## src/hdl/pio_pkg.sv

```systemverilog
// constants shared by the parallel port block
package pio_pkg;
   localparam int NPORTS      = 9;
   localparam int PW          = 16;
   localparam int STATE_CLKS  = 2;
   // register selectors on the cpu access port
   localparam logic [1:0] REG_DATA = 2'h0;
   localparam logic [1:0] REG_DIR  = 2'h1;
   localparam logic [1:0] REG_OD   = 2'h2;
   localparam logic [1:0] REG_THR  = 2'h3;
   // read-modify-write operations
   localparam logic [1:0] RMW_SET = 2'h0;
   localparam logic [1:0] RMW_CLR = 2'h1;
   localparam logic [1:0] RMW_TGL = 2'h2;
   localparam logic [1:0] RMW_LD  = 2'h3;
   // reset values
   localparam logic [15:0] RST_LATCH = 16'h0000;
   localparam logic [15:0] RST_DIR   = 16'h0000;
   localparam logic [15:0] RST_OD    = 16'h0000;
   localparam logic [1:0]  RST_THR   = 2'h0;
   // implemented lines of each port
   localparam logic [15:0] LINE_MASK [0:8] = '{16'hFFFF, 16'hFFFF, 16'hFFFF, 16'hBFFF, 16'h00FF,
                                              16'hFFFF, 16'h00FF, 16'h00FF, 16'h00FF};
   // lines with output drivers
   localparam logic [15:0] OUT_MASK [0:8]  = '{16'hFFFF, 16'hFFFF, 16'hFFFF, 16'hBFFF, 16'h00FF,
                                              16'h0000, 16'h00FF, 16'h00FF, 16'h00FF};
   // lines with open-drain capability
   localparam logic [15:0] OD_MASK [0:8]   = '{16'h0000, 16'h0000, 16'hFFFF, 16'hBFFF, 16'h00FF,
                                              16'h0000, 16'h00FF, 16'h00FF, 16'h00FF};
   // threshold bits present, one per byte
   localparam logic [1:0]  THR_MASK [0:8]  = '{2'h3, 2'h3, 2'h3, 2'h3, 2'h1, 2'h3, 2'h1, 2'h1, 2'h1};
endpackage

```

## src/hdl/pio_top.sv

```systemverilog
// parallel i/o port logic: latches, direction, open drain, thresholds, alternate paths
// What this block does
// sample every pin once per state time
// input pin: write latch, read pin
// input pin rmw uses pin, stores latch
// output pin: write drives, read latch
// output pin rmw uses latch value
// per-bit open-drain select where supported
// threshold select one bit per byte
// threshold never affects direction or mode
// alternate output needs output direction
// pin is latch and alternate, except pwm
// all directions reset to input
// output direction feeds latch to alternate input
// hardware owns direction for bus-type functions
// reset-time outputs get direction automatically
// port three line fourteen absent
// port five input only, sixteen lines
// ports zero and one have byte halves
// software sets direction before alternate use
// control bits reset zero, effective next cycle
`timescale 1ns/1ps
module pio_top #(
   parameter int                STATE_CLKS   = pio_pkg::STATE_CLKS,
   parameter logic [143:0]      RST_AUTO_OUT = 144'h0
)(
   input  wire logic            CLK,
   input  wire logic            RST,
   input  wire logic [3:0]      CPU_PORT,
   input  wire logic [1:0]      CPU_REG,
   input  wire logic            CPU_WR,
   input  wire logic            CPU_RMW,
   input  wire logic [1:0]      CPU_RMW_OP,
   input  wire logic [1:0]      CPU_BE,
   input  wire logic [15:0]     CPU_WDATA,
   input  wire logic            CPU_RD,
   output logic      [15:0]     CPU_RDATA,
   output logic                 CPU_RVALID,
   input  wire logic [143:0]    PIN_I,
   output logic      [143:0]    PIN_O,
   output logic      [143:0]    PIN_OE_N,
   output logic      [17:0]     THR_CMOS,
   input  wire logic [143:0]    ALT_OUT_EN,
   input  wire logic [143:0]    ALT_OUT,
   input  wire logic [143:0]    ALT_PWM,
   input  wire logic [143:0]    ALT_DIR_HW,
   input  wire logic [143:0]    ALT_DIR_HW_OUT,
   output logic      [143:0]    ALT_IN
);
   localparam int NP = pio_pkg::NPORTS;

   logic [15:0] latch    [0:8];
   logic [15:0] dir      [0:8];
   logic [15:0] od       [0:8];
   logic [1:0]  thr      [0:8];
   logic [15:0] in_latch [0:8];
   logic [15:0] dir_eff  [0:8];
   logic [15:0] rd_value [0:8];
   logic [7:0]  div_cnt;
   logic        tick;
   logic [15:0] be_mask;
   logic [15:0] rmw_src;
   logic [15:0] rmw_res;
   logic        sel_ok;

   // byte-lane enable to bit mask
   function automatic logic [15:0] lane_mask(input logic [1:0] be);
      lane_mask = {{8{be[1]}}, {8{be[0]}}};
   endfunction

   // rmw operation applied to an operand
   function automatic logic [15:0] rmw_apply(input logic [1:0] op, input logic [15:0] src, input logic [15:0] m);
      case (op)
         pio_pkg::RMW_SET: rmw_apply = src | m;
         pio_pkg::RMW_CLR: rmw_apply = src & ~m;
         pio_pkg::RMW_TGL: rmw_apply = src ^ m;
         default:          rmw_apply = m;
      endcase
   endfunction

   // state-time enable divider
   always_ff @(posedge CLK)
   begin
      if (RST)
         div_cnt <= 8'h00;
      else if (div_cnt >= 8'(STATE_CLKS - 1))
         div_cnt <= 8'h00;
      else
         div_cnt <= div_cnt + 8'h01;
   end
   assign tick = (div_cnt == 8'h00);

   assign sel_ok  = (CPU_PORT < 4'(NP));
   assign be_mask = lane_mask(CPU_BE);

   always_comb
   begin
      rmw_src = 16'h0000;
      if (sel_ok)
         rmw_src = rd_value[CPU_PORT];
      // operand is the pin for inputs and the latch for outputs
      rmw_res = rmw_apply(CPU_RMW_OP, rmw_src, CPU_WDATA);
   end

   genvar p;
   generate
      for (p = 0; p < NP; p = p + 1)
      begin : g_port
         logic hit;
         assign hit = sel_ok && (CPU_PORT == 4'(p));

         // per-pin read value: latch where the software direction bit is set, input latch otherwise
         assign rd_value[p] = ((dir[p] & latch[p]) | (~dir[p] & in_latch[p])) & pio_pkg::LINE_MASK[p];

         // output latch: plain writes and rmw results, written regardless of direction
         always_ff @(posedge CLK)
         begin
            if (RST)
               latch[p] <= pio_pkg::RST_LATCH;
            else if (hit && CPU_REG == pio_pkg::REG_DATA && (CPU_WR || CPU_RMW))
               latch[p] <= (latch[p] & ~be_mask)
                           | ((CPU_RMW ? rmw_res : CPU_WDATA) & be_mask & pio_pkg::OUT_MASK[p]);
         end

         // direction bits
         always_ff @(posedge CLK)
         begin
            if (RST)
               dir[p] <= pio_pkg::RST_DIR;
            else if (hit && CPU_REG == pio_pkg::REG_DIR && CPU_WR)
               dir[p] <= (dir[p] & ~be_mask) | (CPU_WDATA & be_mask & pio_pkg::OUT_MASK[p]);
         end

         // open-drain selects
         always_ff @(posedge CLK)
         begin
            if (RST)
               od[p] <= pio_pkg::RST_OD;
            else if (hit && CPU_REG == pio_pkg::REG_OD && CPU_WR)
               od[p] <= (od[p] & ~be_mask) | (CPU_WDATA & be_mask & pio_pkg::OD_MASK[p]);
         end

         // threshold selects, one per byte
         always_ff @(posedge CLK)
         begin
            if (RST)
               thr[p] <= pio_pkg::RST_THR;
            else if (hit && CPU_REG == pio_pkg::REG_THR && CPU_WR)
               thr[p] <= (thr[p] & ~CPU_BE) | (CPU_WDATA[1:0] & CPU_BE & pio_pkg::THR_MASK[p]);
         end
         // threshold only leaves the block, never touches direction or drive
         assign THR_CMOS[2*p+1:2*p] = thr[p];

         // effective direction: hardware override, reset-time auto outputs, else software
         assign dir_eff[p] = (ALT_DIR_HW[16*p+15:16*p] & ALT_DIR_HW_OUT[16*p+15:16*p])
                           | (~ALT_DIR_HW[16*p+15:16*p]
                              & (dir[p] | (RST_AUTO_OUT[16*p+15:16*p] & ALT_OUT_EN[16*p+15:16*p])));

         pio_pad #(
            .LINES (pio_pkg::LINE_MASK[p]),
            .OUTS  (pio_pkg::OUT_MASK[p])
         ) u_pad (
            .clk      (CLK),
            .rst      (RST),
            .tick     (tick),
            .pin_i    (PIN_I[16*p+15:16*p]),
            .latch    (latch[p]),
            .dir_eff  (dir_eff[p]),
            .od       (od[p]),
            .alt_en   (ALT_OUT_EN[16*p+15:16*p]),
            .alt_out  (ALT_OUT[16*p+15:16*p]),
            .alt_pwm  (ALT_PWM[16*p+15:16*p]),
            .in_latch (in_latch[p]),
            .pin_o    (PIN_O[16*p+15:16*p]),
            .pin_oe_n (PIN_OE_N[16*p+15:16*p]),
            .alt_in   (ALT_IN[16*p+15:16*p])
         );
      end
   endgenerate

   // registered read port
   always_ff @(posedge CLK)
   begin
      if (RST)
         CPU_RVALID <= 1'b0;
      else
         CPU_RVALID <= CPU_RD;
   end

   always_ff @(posedge CLK)
   begin
      if (RST)
         CPU_RDATA <= 16'h0000;
      else if (CPU_RD)
      begin
         if (!sel_ok)
            CPU_RDATA <= 16'h0000;
         else
         begin
            case (CPU_REG)
               pio_pkg::REG_DATA: CPU_RDATA <= rd_value[CPU_PORT];
               pio_pkg::REG_DIR:  CPU_RDATA <= dir[CPU_PORT];
               pio_pkg::REG_OD:   CPU_RDATA <= od[CPU_PORT];
               default:           CPU_RDATA <= {14'h0, thr[CPU_PORT]};
            endcase
         end
      end
   end
endmodule

```

## src/hdl/pio_pad.sv

```systemverilog
// pin synchroniser, state-time input latch and driver logic of one port
`timescale 1ns/1ps
module pio_pad #(
   parameter logic [15:0] LINES = 16'hFFFF,
   parameter logic [15:0] OUTS  = 16'hFFFF
)(
   input  wire logic        clk,
   input  wire logic        rst,
   input  wire logic        tick,
   input  wire logic [15:0] pin_i,
   input  wire logic [15:0] latch,
   input  wire logic [15:0] dir_eff,
   input  wire logic [15:0] od,
   input  wire logic [15:0] alt_en,
   input  wire logic [15:0] alt_out,
   input  wire logic [15:0] alt_pwm,
   output logic      [15:0] in_latch,
   output logic      [15:0] pin_o,
   output logic      [15:0] pin_oe_n,
   output logic      [15:0] alt_in
);
   logic [15:0] sync1;
   logic [15:0] sync2;
   logic [15:0] drive;
   logic [15:0] en;

   always_ff @(posedge clk)
   begin
      sync1 <= pin_i;
      sync2 <= sync1;
   end

   // sampled every state time regardless of direction
   always_ff @(posedge clk)
   begin
      if (rst)
         in_latch <= 16'h0000;
      else if (tick)
         in_latch <= sync2 & LINES;
   end

   always_comb
   begin
      // pwm outputs bypass the latch, others are anded with it
      drive = (alt_en & ~alt_pwm & latch & alt_out) | (alt_en & alt_pwm & alt_out) | (~alt_en & latch);
      en    = dir_eff & OUTS;
      pin_o = drive & en & ~od;
      // open drain only pulls low
      pin_oe_n = ~(en & (~od | ~drive));
      // output direction loops the latch back to the alternate input
      alt_in = (dir_eff & OUTS & latch) | (~(dir_eff & OUTS) & in_latch);
   end
endmodule

```

## config.mk

```make
export PLATFORM = sky130hd
export DESIGN_NAME = pio_top
export DESIGN_NICKNAME = d
export VERILOG_FILES = /design/src/hdl/pio_pkg.sv /design/src/hdl/pio_top.sv /design/src/hdl/pio_pad.sv
export SDC_FILE = /design/constraint.sdc
export NUM_CORES = 2
export LEC_CHECK = 0
export BUFFER_PORTS_ARGS = -buffer_cell sky130_fd_sc_hd__buf_2
export CAP_MARGIN = 10
export CORE_AREA = 2 2 528 530
export DETAILED_ROUTE_END_ITERATION = 8
export DIE_AREA = 0 0 530 532
export SLEW_MARGIN = 20
export SYNTH_ARGS = -nofsm -noshare
export SYNTH_HDL_FRONTEND = slang
export SYNTH_SLANG_ARGS = --single-unit
```

## constraint.sdc

```tcl
create_clock -name CLK -period 3.4 [get_ports CLK]
set_input_delay 0.34 -clock CLK [delete_from_list [all_inputs] [get_ports CLK]]
set_output_delay 0.34 -clock CLK [all_outputs]
set_load 0.03 [all_outputs]
```

==> results.sh <==
export IMPL_status="complete, no violations"
export IMPL_path_delay_family="compound AO/OA/AOI/OAI gates"
export IMPL_synth_top_area_share_pct=32.9
export IMPL_min_period_ns=3.30
export IMPL_slew_viol_final=0
export IMPL_hpwl_um=217000
export IMPL_finalPower_w=0.0255
export IMPL_grt_pass1_vias=33400
export IMPL_gp_congestion=0.897
export IMPL_startpoint_type="flop"
export IMPL_worstSkewPairLatency_ns=0.76
export IMPL_clock_fmax_ghz=0.303
export IMPL_synth_seq_cells=775
export IMPL_die_w_um=530
export IMPL_route_detailed_drc=0
export IMPL_hold_viol_final=0
export IMPL_first_pass_iters=5
export IMPL_synth_edf_count=417
export IMPL_vias_per_cell=3.98
export IMPL_die_h_um=532
export IMPL_vias=34200
export IMPL_grt_max_degree=115
export IMPL_syn_inst=3523
export IMPL_ys_warn_count=0
export IMPL_pin_count=1362
export IMPL_cap_viol_max_count=0
export IMPL_cp_buffers_inverters=2
export IMPL_clk_path_buf_depth=3
export IMPL_critical_path_class="reg -> reg"
export IMPL_area_delta_synth_final_pct=39.0
export IMPL_overflow=0
export IMPL_start_util_pct=13.8
export IMPL_die_area_um2=282000
export IMPL_cts_tree="done"
export IMPL_slew_limit_headroom_pct=30.2
export IMPL_synth_area_top_cells="edfxtp_1 33%, dfxtp_1 19%, a21oi_1 7.6%"
export IMPL_synth_top_area_cell="edfxtp_1"
export IMPL_nNetsFinal=5668
export IMPL_finalWirelength_um=262000
export IMPL_p_sw_w=0.00768
export IMPL_syn_avg_cell_area_um2=10.8
export IMPL_synthFlopType="edfxtp_1"
export IMPL_antenna_found_initial=145
export IMPL_h_tree_depth=3
export IMPL_ys_seq_area_share_pct=51.8
export IMPL_fill_cells=30400
export IMPL_power_frac_comb_pct=15.0
export IMPL_final_cell_mix="947 x buf_2, 578 x a21oi_1, 417 x edfxtp_1, 401 x nand2_1, 358 x dfxtp_1"
export IMPL_syn_cell_area_um2=38000
export IMPL_layout_worst_path_cycle_share_pct=97.0
export IMPL_power_frac_seq_pct=41.5
export IMPL_cp_required_ns=3.87
export IMPL_row_count=193
export IMPL_drive_above_1_share_pct=32.9
export IMPL_clk_pin_slew_ns=0.07
export IMPL_cts_made_buffers=96
export IMPL_clkPwrFrac_pct=43.5
export IMPL_swShare_pct=30.1
export IMPL_fin_tns_setup_ns=0
export IMPL_final_cells=8590
export IMPL_rsz0062_at_grt="false"
export IMPL_slowest_delay_ns=0.75
export IMPL_drtIter0Drc=3113
export IMPL_crit_path_end_kind="flop"
export IMPL_synth_cell_types=73
export IMPL_clock_skew_ns=0.0829
export IMPL_grtUsageTotal_pct=17.8
export IMPL_p_int_w=0.0178
export IMPL_setup_violations_final=0
export IMPL_layout_commonest_cell="buf_2"
export IMPL_crit_fanout=4
export IMPL_ir_drop_mv=0.416
export IMPL_postRouteAntennaNets=0
export IMPL_root_buffer="clkbuf_16"
export IMPL_wl_per_cell_um=30.5
export IMPL_p_per_area_nw_per_um2=482
export IMPL_coreArea_um2=276000
export IMPL_post_cts_buffers=0
export IMPL_worstHoldPathType="in -> reg"
export IMPL_dp_cells=8233
export IMPL_cellLeakagePower_nw=21.6
export IMPL_worstMarginPinSlew_ns=1.04
export IMPL_crit_slowest_cell="mux2i_1"
export IMPL_portBuffers=952
export IMPL_crit_chain="mux2i_1 -> o22ai_1 -> buf_4 -> o41a_4 -> ha_1 -> nand2_1 -> o21ai_0 -> o22ai_1 -> nand2_1 -> o211ai_1 -> buf_4 -> a21oi_1"
export IMPL_async_flop_share_pct=0
export IMPL_grt_pass1_wl_um=330000
export IMPL_arrival_ns=3.77
export IMPL_clock_sinks=775
==> kinds of logic after synthesis <==
logic type	count (synthesis)	share of synthesized area, %
XOR/XNOR	1	0.0230
AND/OR/NAND/NOR	956	13.4
other	2	0.0198
AO/OA/AOI/OAI	904	14.2
adder cells (fa/ha/maj)	35	1.15
multiplexers	401	13.2
flip-flops	775	51.8
buffers and inverters	449	6.23
==> worst min-delay path, cell delays in order <==
cell,delay (ns)
buf_2,0.22
o21ai_0,0.14
a41oi_2,0.11
==> sequential cells by signal, indices dropped and copies added, names as in the netlist <==
signal / flops
g_port.u_pad.sync1: 111
CPU_RVALID: 1
div_cnt: 8
thr: 18
od: 144
CPU_RDATA: 16
g_port.u_pad.sync2: 111
latch: 111
g_port.u_pad.alt_in: 16
dir: 144
g_port.u_pad.in_latch: 95
==> power by group through the flow <==
stage,sequential [W],clock (W),combinational [W]
floorplan,0.0106,0,0.00194
global placement,0.0108,0,0.00368
detailed placement,0.0108,0,0.00371
CTS,0.0106,0.0114,0.00386
global route,0.0106,0.0117,0.00405
finish,0.0106,0.0111,0.00383
==> synth_stat cells, drive strengths merged (98+ instances only) <==
library cell,n
dfxtp,358
inv,155
nand2b,190
and2,139
edfxtp,417
a21oi,583
mux2i,223
nor3b,98
mux2,108
nand2,414
a21o,127
buf,199
==> metal layers <==
metal	GRT usage, %	wire [um]
met5	0	320
met4	7.26	12300
met1	21.7	105000
met2	28.0	115000
met3	6.86	29300
==> through the flow <==
stage                     area, um^2  utilization, %  hold slack (ns)  setup slack [ns]
after floorplan                38500               -            0.310             0.778
after global placement         48200            17.5            0.310           -0.0338
after detailed placement       48200            17.5            0.312            0.0157
after CTS                      52700            19.1           0.0214            0.0409
after global routing           52700            19.1           0.0745           0.00194
final                          52800            19.2            0.109             0.103
==> final timing paths <==
path,to,depth (start not counted),start,slack [ns]
worst max-delay path,latch[4][5]$_SDFFCE_PN0P_,12,dir[1][5]$_SDFFCE_PN0P_,0.10
worst min-delay path,CPU_RDATA[0]$_SDFFE_PP0P_,3,CPU_REG[1],0.11
worst max register to register,latch[4][5]$_SDFFCE_PN0P_,12,dir[1][5]$_SDFFCE_PN0P_,0.10
worst min register to register,g_port[7].u_pad.sync2[1]$_DFF_P_,0,g_port[7].u_pad.sync1[1]$_DFF_P_,0.31
==> cell type report <==
class,instances,area [um^2],share of cell area [%]
clock inverter,59,681,1.29
multi-input combinational,2433,16500,31.3
inverter,155,582,1.10
tap,3705,4640,8.77
timing repair buffer,1277,7930,15.0
clock buffer,122,2650,5.02
antenna,64,160,0.303
sequential,775,19700,37.3
==> what timing repair did <==
action	4_1_cts	5_1_grt
gates resized for setup	1	0
endpoints found under the hold margin	112	0
hold buffers	112	0
setup endpoints to repair	3	0
(Power assumes the default switching activity.)
